$ cat src/cmp_pkg.sv
// Purpose: shared constants for the dual comparator control block
// Assumes: AXI4-Lite slave with 32-bit data, one aligned word per register
// Notes:   offsets are byte addresses
package cmp_pkg;
	localparam int          ADDR_W          = 8;
	localparam int          DATA_W          = 32;
	localparam logic [7:0]  CTRL_OFFSET     = 8'h9C;
	localparam logic [7:0]  IRQ_STAT_OFFSET = 8'hA0;
	localparam logic [7:0]  IRQ_MASK_OFFSET = 8'hA4;
	localparam logic [7:0]  CTRL_RESET      = 8'h07;
	localparam logic [7:0]  CTRL_WR_MASK    = 8'h3F;
	localparam int          MODE_LSB        = 0;
	localparam int          SWITCH_BIT      = 3;
	localparam int          INV1_BIT        = 4;
	localparam int          INV2_BIT        = 5;
	localparam int          RES1_BIT        = 6;
	localparam int          RES2_BIT        = 7;
	localparam logic [2:0]  MODE_INTREF     = 3'h6;
	localparam logic [2:0]  MODE_SWITCHED   = 3'h2;
	localparam logic [2:0]  MODE_OFF        = 3'h7;
	localparam logic [2:0]  MODE_ZERO       = 3'h0;
	localparam logic [2:0]  MODE_ROUTED     = 3'h3;
	localparam logic [2:0]  MODE_SINGLE     = 3'h5;
	localparam logic [1:0]  RESP_OKAY       = 2'h0;
	localparam logic [1:0]  RESP_SLVERR     = 2'h2;
endpackage : cmp_pkg

$ cat src/cmp_route_if.sv
// Purpose: carries route settings from control to the mux
// Assumes: single clock domain
// Notes:   none
`timescale 1ns/100ps
interface cmp_route_if;
	logic [2:0] mode;
	logic       sw;
	logic [1:0] inv;
	logic [1:0] result;
	logic [1:0] out_route;
	modport ctrl (output mode, output sw, output inv, input result, input out_route);
	modport mux  (input mode, input sw, input inv, output result, output out_route);
endinterface : cmp_route_if

$ cat src/cmp_route_mux.sv
// Purpose: per-mode selection of comparator results and output routing
// Assumes: raw comparator decisions arrive as digital levels per input pair
// Notes:   combinational; the top registers everything it drives out
`timescale 1ns/100ps
module cmp_route_mux (
	cmp_route_if.mux    rt,
	input  wire logic [3:0] pin_cmp,
	input  wire logic [1:0] ref_cmp
);
	logic [1:0] raw;

	// raw decision per channel; pin_cmp[i] is pin pair decision, ref_cmp uses internal ref
	always_comb
	begin
		raw = pin_cmp[1:0];
		rt.out_route = 2'h0;
		unique case (rt.mode)
			cmp_pkg::MODE_ZERO, cmp_pkg::MODE_OFF: raw = 2'h0;       // both off
			cmp_pkg::MODE_INTREF: raw = ref_cmp;
			cmp_pkg::MODE_SWITCHED: raw = rt.sw ? pin_cmp[3:2] : pin_cmp[1:0];
			cmp_pkg::MODE_ROUTED:
			begin
				raw          = pin_cmp[1:0];
				rt.out_route = 2'h3;
			end
			cmp_pkg::MODE_SINGLE: raw = {pin_cmp[1], 1'b0};           // one channel only
			default: raw = pin_cmp[1:0];
		endcase
	end

	// per-channel polarity, low when plus below minus before inversion
	assign rt.result = raw ^ rt.inv;
endmodule : cmp_route_mux

$ cat src/cmp_ctrl_axi.sv
// Purpose: AXI4-Lite control/status for a dual comparator unit
// Assumes: raw comparator levels synchronous to aclk
// Notes:   result change sets a sticky interrupt status bit
`timescale 1ns/100ps
// Overview of operation
// - two comparators, each with a result bit
// - four input pins, two routed outputs
// - three-bit mode field in low bits
// - result high when plus above minus
// - mode 110 uses internal reference
// - port direction still governs pins
// - shared or separate external reference
// - result bits are read only
// - invert bit flips register and pin
// - reset puts mode at 111
module cmp_ctrl_axi (
	input  wire logic        aclk,
	input  wire logic        aresetn,
	input  wire logic [7:0]  s_axi_awaddr,
	input  wire logic        s_axi_awvalid,
	output logic             s_axi_awready,
	input  wire logic [31:0] s_axi_wdata,
	input  wire logic [3:0]  s_axi_wstrb,
	input  wire logic        s_axi_wvalid,
	output logic             s_axi_wready,
	output logic [1:0]       s_axi_bresp,
	output logic             s_axi_bvalid,
	input  wire logic        s_axi_bready,
	input  wire logic [7:0]  s_axi_araddr,
	input  wire logic        s_axi_arvalid,
	output logic             s_axi_arready,
	output logic [31:0]      s_axi_rdata,
	output logic [1:0]       s_axi_rresp,
	output logic             s_axi_rvalid,
	input  wire logic        s_axi_rready,
	input  wire logic [3:0]  pin_cmp,
	input  wire logic [1:0]  ref_cmp,
	input  wire logic [1:0]  port_dir_in,
	output logic [1:0]       out_pin_o,
	output logic [1:0]       out_pin_oe,
	output logic             irq
);
	cmp_route_if rt ();

	logic [7:0]  ctrl_reg, ctrl_next;
	logic [1:0]  res_reg, res_next;
	logic [1:0]  stat_reg, stat_next;
	logic [1:0]  mask_reg, mask_next;
	logic        aw_reg, aw_next;
	logic        w_reg, w_next;
	logic [7:0]  awa_reg, awa_next;
	logic [7:0]  wd_reg, wd_next;
	logic        wstb_reg, wstb_next;
	logic        bv_reg, bv_next;
	logic [1:0]  br_reg, br_next;
	logic        rv_reg, rv_next;
	logic [31:0] rd_reg, rd_next;
	logic [1:0]  rr_reg, rr_next;
	logic [1:0]  po_reg, po_next;
	logic [1:0]  poe_reg, poe_next;
	logic        irq_reg, irq_next;
	logic        awrdy_reg, awrdy_next;
	logic        wrdy_reg, wrdy_next;
	logic        arrdy_reg, arrdy_next;
	logic        do_wr;

	// address decode shared by both channels
	function automatic logic known(input logic [7:0] a);
		known = (a == cmp_pkg::CTRL_OFFSET) || (a == cmp_pkg::IRQ_STAT_OFFSET)
			|| (a == cmp_pkg::IRQ_MASK_OFFSET);
	endfunction : known

	assign rt.mode = ctrl_reg[cmp_pkg::MODE_LSB +: 3];
	assign rt.sw   = ctrl_reg[cmp_pkg::SWITCH_BIT];
	assign rt.inv  = {ctrl_reg[cmp_pkg::INV2_BIT], ctrl_reg[cmp_pkg::INV1_BIT]};

	cmp_route_mux u_mux (
		.rt      (rt.mux),
		.pin_cmp (pin_cmp),
		.ref_cmp (ref_cmp)
	);

	// write path, status, results, pins
	always_comb
	begin
		aw_next   = aw_reg;
		w_next    = w_reg;
		awa_next  = awa_reg;
		wd_next   = wd_reg;
		wstb_next = wstb_reg;
		bv_next   = bv_reg;
		br_next   = br_reg;
		ctrl_next = ctrl_reg;
		mask_next = mask_reg;
		if (s_axi_awvalid && !aw_reg)
		begin
			aw_next  = 1'b1;
			awa_next = s_axi_awaddr;
		end
		if (s_axi_wvalid && !w_reg)
		begin
			w_next    = 1'b1;
			wd_next   = s_axi_wdata[7:0];
			wstb_next = s_axi_wstrb[0];
		end
		do_wr = aw_reg && w_reg && !bv_reg;
		if (do_wr)
		begin
			aw_next = 1'b0;
			w_next  = 1'b0;
			bv_next = 1'b1;
			br_next = known(awa_reg) ? cmp_pkg::RESP_OKAY : cmp_pkg::RESP_SLVERR;
			if (wstb_reg && awa_reg == cmp_pkg::CTRL_OFFSET)
				ctrl_next = (wd_reg & cmp_pkg::CTRL_WR_MASK);
			if (wstb_reg && awa_reg == cmp_pkg::IRQ_MASK_OFFSET)
				mask_next = wd_reg[1:0];
		end
		else if (bv_reg && s_axi_bready)
			bv_next = 1'b0;
		res_next  = rt.result;
		stat_next = stat_reg;
		if (do_wr && wstb_reg && awa_reg == cmp_pkg::IRQ_STAT_OFFSET)
			stat_next = stat_reg & ~wd_reg[1:0];
		stat_next = stat_next | (res_next ^ res_reg); // set wins over clear
		irq_next  = |(stat_next & mask_next);
		po_next   = rt.result & rt.out_route;
		poe_next  = rt.out_route & ~port_dir_in;
		awrdy_next = !aw_next; // readies come from flops too
		wrdy_next  = !w_next;
	end

	// read path
	always_comb
	begin
		rv_next = rv_reg;
		rd_next = rd_reg;
		rr_next = rr_reg;
		if (s_axi_arvalid && !rv_reg)
		begin
			rv_next = 1'b1;
			rr_next = known(s_axi_araddr) ? cmp_pkg::RESP_OKAY : cmp_pkg::RESP_SLVERR;
			unique case (s_axi_araddr)
				cmp_pkg::CTRL_OFFSET:     rd_next = {24'h000000, res_reg, ctrl_reg[5:0]};
				cmp_pkg::IRQ_STAT_OFFSET: rd_next = {30'h0, stat_reg};
				cmp_pkg::IRQ_MASK_OFFSET: rd_next = {30'h0, mask_reg};
				default:                  rd_next = 32'h00000000;
			endcase
		end
		else if (rv_reg && s_axi_rready)
			rv_next = 1'b0;
		arrdy_next = !rv_next;
	end

	// registers
	always_ff @(posedge aclk)
	begin
		if (!aresetn)
		begin
			ctrl_reg <= cmp_pkg::CTRL_RESET;
			res_reg  <= 2'h0;
			stat_reg <= 2'h0;
			mask_reg <= 2'h0;
			aw_reg   <= 1'b0;
			w_reg    <= 1'b0;
			awa_reg  <= 8'h00;
			wd_reg   <= 8'h00;
			wstb_reg <= 1'b0;
			bv_reg   <= 1'b0;
			br_reg   <= 2'h0;
			rv_reg   <= 1'b0;
			rd_reg   <= 32'h00000000;
			rr_reg   <= 2'h0;
			po_reg   <= 2'h0;
			poe_reg  <= 2'h0;
			irq_reg  <= 1'b0;
			awrdy_reg <= 1'b1;
			wrdy_reg  <= 1'b1;
			arrdy_reg <= 1'b1;
		end
		else
		begin
			ctrl_reg <= ctrl_next;
			res_reg  <= res_next;
			stat_reg <= stat_next;
			mask_reg <= mask_next;
			aw_reg   <= aw_next;
			w_reg    <= w_next;
			awa_reg  <= awa_next;
			wd_reg   <= wd_next;
			wstb_reg <= wstb_next;
			bv_reg   <= bv_next;
			br_reg   <= br_next;
			rv_reg   <= rv_next;
			rd_reg   <= rd_next;
			rr_reg   <= rr_next;
			po_reg   <= po_next;
			poe_reg  <= poe_next;
			irq_reg  <= irq_next;
			awrdy_reg <= awrdy_next;
			wrdy_reg  <= wrdy_next;
			arrdy_reg <= arrdy_next;
		end
	end

	assign s_axi_awready = awrdy_reg;
	assign s_axi_wready  = wrdy_reg;
	assign s_axi_bvalid  = bv_reg;
	assign s_axi_bresp   = br_reg;
	assign s_axi_arready = arrdy_reg;
	assign s_axi_rvalid  = rv_reg;
	assign s_axi_rdata   = rd_reg;
	assign s_axi_rresp   = rr_reg;
	assign out_pin_o     = po_reg;
	assign out_pin_oe    = poe_reg;
	assign irq           = irq_reg;

	// rule and protocol checks
	property p_reset_mode;
		@(posedge aclk) !aresetn |=> ctrl_reg[2:0] == cmp_pkg::MODE_OFF;
	endproperty
	a_reset_mode: assert property (p_reset_mode) else $error("mode not off after reset");

	property p_ro_results;
		@(posedge aclk) disable iff (!aresetn)
		(do_wr && wstb_reg && awa_reg == cmp_pkg::CTRL_OFFSET)
			|=> ctrl_reg[7:6] == 2'h0 && ctrl_reg[5:0] == $past(wd_reg[5:0]);
	endproperty
	a_ro_results: assert property (p_ro_results) else $error("result bits written");

	property p_result_track;
		@(posedge aclk) disable iff (!aresetn) 1'b1 |=> res_reg == $past(rt.result);
	endproperty
	a_result_track: assert property (p_result_track) else $error("result not tracked");

	property p_intref;
		@(posedge aclk) disable iff (!aresetn)
		(rt.mode == cmp_pkg::MODE_INTREF) |-> rt.result == (ref_cmp ^ rt.inv);
	endproperty
	a_intref: assert property (p_intref) else $error("internal reference not used");

	property p_switch;
		@(posedge aclk) disable iff (!aresetn)
		(rt.mode == cmp_pkg::MODE_SWITCHED && rt.sw) |-> rt.result == (pin_cmp[3:2] ^ rt.inv);
	endproperty
	a_switch: assert property (p_switch) else $error("switch not honoured");

	property p_dir;
		@(posedge aclk) disable iff (!aresetn)
		(port_dir_in == 2'h3) |=> out_pin_oe == 2'h0;
	endproperty
	a_dir: assert property (p_dir) else $error("pin driven while input");

	property p_pin_inv;
		@(posedge aclk) disable iff (!aresetn)
		(rt.mode == cmp_pkg::MODE_ROUTED) |=> out_pin_o == res_reg;
	endproperty
	a_pin_inv: assert property (p_pin_inv) else $error("pin polarity wrong");

	property p_off_mode;
		@(posedge aclk) disable iff (!aresetn)
		(rt.mode == cmp_pkg::MODE_OFF) |-> rt.result == rt.inv;
	endproperty
	a_off_mode: assert property (p_off_mode) else $error("off mode gives result");

	property p_polarity;
		@(posedge aclk) disable iff (!aresetn)
		(rt.mode == 3'h1 && rt.inv == 2'h0) |-> rt.result == pin_cmp[1:0];
	endproperty
	a_polarity: assert property (p_polarity) else $error("raw polarity wrong");

	property p_pin_quiet;
		@(posedge aclk) disable iff (!aresetn)
		(rt.mode != cmp_pkg::MODE_ROUTED) |=> out_pin_o == 2'h0 && out_pin_oe == 2'h0;
	endproperty
	a_pin_quiet: assert property (p_pin_quiet) else $error("pin driven unrouted");

	property p_oe_routed;
		@(posedge aclk) disable iff (!aresetn)
		(rt.mode == cmp_pkg::MODE_ROUTED) |=> out_pin_oe == ~$past(port_dir_in);
	endproperty
	a_oe_routed: assert property (p_oe_routed) else $error("routed enable wrong");

	property p_ro_read;
		@(posedge aclk) disable iff (!aresetn)
		(s_axi_arvalid && s_axi_arready && s_axi_araddr == cmp_pkg::CTRL_OFFSET)
			|=> s_axi_rdata[7:6] == $past(res_reg);
	endproperty
	a_ro_read: assert property (p_ro_read) else $error("result bits not read back");

	property p_stat_set;
		@(posedge aclk) disable iff (!aresetn)
		(rt.result != res_reg)
			|=> (stat_reg & $past(rt.result ^ res_reg)) == $past(rt.result ^ res_reg);
	endproperty
	a_stat_set: assert property (p_stat_set) else $error("change not recorded");

	property p_irq_level;
		@(posedge aclk) disable iff (!aresetn)
		irq == |(stat_reg & mask_reg);
	endproperty
	a_irq_level: assert property (p_irq_level) else $error("irq level wrong");

	property p_single;
		@(posedge aclk) disable iff (!aresetn)
		(rt.mode == cmp_pkg::MODE_SINGLE) |-> rt.result[0] == rt.inv[0];
	endproperty
	a_single: assert property (p_single) else $error("unused channel active");
endmodule : cmp_ctrl_axi

$ cat config.mk
export PLATFORM = sky130hd
export DESIGN_NAME = cmp_ctrl_axi
export DESIGN_NICKNAME = d
export VERILOG_FILES = /design/src/cmp_pkg.sv /design/src/cmp_route_if.sv /design/src/cmp_route_mux.sv /design/src/cmp_ctrl_axi.sv
export SDC_FILE = /design/constraint.sdc
export NUM_CORES = 1
export LEC_CHECK = 0
export ABC_AREA = 1
export BUFFER_PORTS_ARGS = -buffer_cell sky130_fd_sc_hd__buf_2
export CORE_MARGIN = 2
export CORE_UTILIZATION = 43
export DETAILED_ROUTE_END_ITERATION = 7
export GPL_TIMING_DRIVEN = 0
export PLACE_DENSITY = 0.87
export SLEW_MARGIN = 40
export SYNTH_ARGS = -nofsm -noshare
export SYNTH_HDL_FRONTEND = slang
export SYNTH_SLANG_ARGS = --single-unit
$ cat constraint.sdc
create_clock -name aclk -period 2.3 [get_ports aclk]
set_input_delay 0.23 -clock aclk [delete_from_list [all_inputs] [get_ports aclk]]
set_output_delay 0.23 -clock aclk [all_outputs]
set_load 0.1 [all_outputs]
==> key figures <==
Timing
  – Unrepaired setup endpoints after global routing: no
  – Setup TNS: 0 ns
  – Worst slew margin: 0.650
  – Final period util: 0.590
  – Final setup vio count: 0
  – Final clock skew: 0.00452 ns
  – Least-Margin Pin Slew: 0.524 ns
  – Final Max Tran Viols: 0
  – Minimum clock period: 1.36 ns
  – Max Clk Rate: 0.736 GHz
  – Final hold violations: 0

Routing
  – WL per Instance: 10.2 µm
  – Via count: 2065
  – Post-route ant nets: 0
  – Vias per cell: 4.47
  – 1st-iter DRT viols: 158
  – DRC: 0
  – Pre-Repair DR Iteration Count: 4
  – Total wire length: 4.70 mm

Setup path
  – CP arrival: 1.56 ns
  – Top delay family on crit path: simple AND/OR/NAND/NOR gates
  – R2r startpoint: awa_reg[7]
  – Setup CP Type: flip-flop to flip-flop
  – Buffer and inverter count on the worst path: 1
  – Crit path cell chain: inv_1 > nor2_2 > nand3_1 > nor2_1 > nand3_1 > nand2_1 > nand3_2 > nand3_1 > nand2_1
  – Critical Path Sink Type: flip-flop
  – Most frequent CP cell: nand3_1
  – Register-to-register setup slack: 0.94 ns
  – CP required: 2.50 ns
  – Startpoint Class: flip-flop
  – CP peak stage delay: 0.31 ns
  – Slowest cell on crit path: dfxtp_1
  – Crit-path max FO: 3
  – CP startpoint: awa_reg[7]

Global routing
  – First-pass GRT wire length: 8.10 mm
  – Grt ovf: 0
  – Global-route usage over all layers: 0.169
  – Largest net degree at the start of global routing: 15
  – Initial antenna violation count: 0
  – Vias in the first global route: 1889

Clock tree
  – Clock Sinks: 49
  – Num CTS Buffers: 5
  – CTS H-tree lvls: 2
  – Bufs on Longest Clock Path: 2
  – Clock transition at path regs: 0.09 ns
  – Setup Buffers After CTS: 0
  – Clock Tree Root: clkbuf_8
  – Skew-Pair Late Insertion Delay: 0.29 ns
  – CTS tree: done
  – CTS Hold Bufs: 0
  – Resize count post-CTS: 0

Layout
  – Final core utilization: 0.557
  – Final net count: 458
  – Layout cell share with drive strength beyond 1: 0.293
  – Synth-to-layout area growth: 25.5%
  – # diodes: 0
  – Fillers: 498

Die
  – Num rows: 26
  – Boundary Pins: 113
  – Core ar.: 5110 µm²
  – Die extent in x: 76.6 µm
  – Initial Util: 0.444
  – Chip height: 76.6 µm
  – Die Footprint: 5870 µm²

Synthesis
  – Synthesized area: 2270 µm²
  – Synth Warn #: 0
  – Syn Inst Count: 303
  – Register area share after synthesis: 0.432
  – Library cells used by synthesis: 28
  – Syn avg cell area: 7.49 µm²
  – FF+latch count, synth: 49

Placed design
  – HPWL after DPL: 3.67 mm
  – Port bufs: 56
  – Final GP Congestion: 0.870

Job
  – Max Cap Viol: 0

Hold path
  – Worst min-delay path category: input pin to flip-flop
  – Worst hold path startpoint: port_dir_in[0]

Pwr
  – Pwr/cell area: 712 nW/µm²
  – Maximum VDD drop: 0.000290 V
  – Pleak: 1.45 nW

Outcome
  – Status: finished clean
final cells by class:
type / instances / area [µm²] / share of cell area
Buffer: 36 / 255 / 0.0897
Clock buffer: 7 / 86.3 / 0.0303
Clock inverter: 1 / 30.0 / 0.0105
Inverter: 37 / 139 / 0.0488
Multi-Input combinational cell: 206 / 987 / 0.347
Sequential cell: 49 / 981 / 0.345
Tap cell: 70 / 87.6 / 0.0308
Timing Repair Buffer: 56 / 280 / 0.0985
layout by cell type (no fill, tap or decap), drive strengths merged:
cell,count
buf,87
a21oi,25
o21ai,28
conb,26
bufinv,1
and2,1
o211ai,3
nand2,53
nand4,6
o31ai,1
dfxtp,49
nand3,21
inv,37
clkbuf,12
nor2,35
nor3,4
or2,1
nand3b,2
power by group:
part,internal (mW),switching [mW],total [mW]
Combinational,0.0965,0.396,0.492
Sequential,0.888,0.0202,0.909
Clock,0.355,0.272,0.627
Total,1.34,0.688,2.03
stage by stage:
stage	hold slack, ns	instances	area, µm²	setup slack (ns)	power [mW]
CTS	0.0741	462	2850	0.934	2.04
finish	0.0769	462	2850	0.942	2.03
detailed placement	0.393	454	2730	0.973	1.42
global placement	0.393	454	2730	1.01	1.41
global route	0.0712	462	2850	0.796	2.10
floorplan	0.302	328	2360	0.574	1.35
worst register-to-register path, cell delays in order, from the launching register on:
cell and delay [ns]:
dfxtp_1 0.31, inv_1 0.05, nor2_2 0.16, nand3_1 0.13, nor2_1 0.19, nand3_1 0.12
nand2_1 0.09, nand3_2 0.08, nand3_1 0.07, nand2_1 0.04
Yosys cell counts:
cell      instances  area (µm²)
a21oi_1          25         125
and2_1            1        6.26
buf_2             2        10.0
buf_4            27         203
buf_6             2        22.5
clkbuf_1          4        15.0
clkbuf_2          1        5.00
conb_1            1        3.75
dfxtp_1          49         981
inv_1            35         131
inv_2             2        7.51
nand2_1          48         180
nand2_2           5        31.3
nand3_1          18        90.1
nand3_2           3        30.0
nand3b_1          2        15.0
nand4_1           5        31.3
nand4_2           1        12.5
nor2_1           27         101
nor2_2            5        31.3
nor2_4            3        33.8
nor3_1            3        15.0
nor3_2            1        10.0
o211ai_1          3        22.5
o21ai_0          25         125
o21ai_1           3        15.0
o31ai_1           1        7.51
or2_1             1        6.26
metal layers:
metal	global-route usage	vias to the layer above	share of wire
met3	0.0438	8	0.079
met2	0.288	79	0.47
li1	-	1098	-
met4	0.0673	0	0.017
met1	0.203	880	0.44
met5	0	-	0
final timing paths:
kind,end,depth (start not counted)
setup / recovery,irq,9
hold / removal,out_pin_oe[0],2
hold reg to reg,wd_reg[2],2
setup reg to reg,irq,9
logic make-up (layout without fill, tap and decap cells):
kind of cell,after synthesis,in the layout,synth area share
DFF,49,49,0.432
AOI/OAI and AO/OA,57,57,0.130
and+or+nand+nor,123,123,0.262
other,1,26,0.00165
buffers and inverters,73,137,0.174
(Power assumes the default switching activity.)
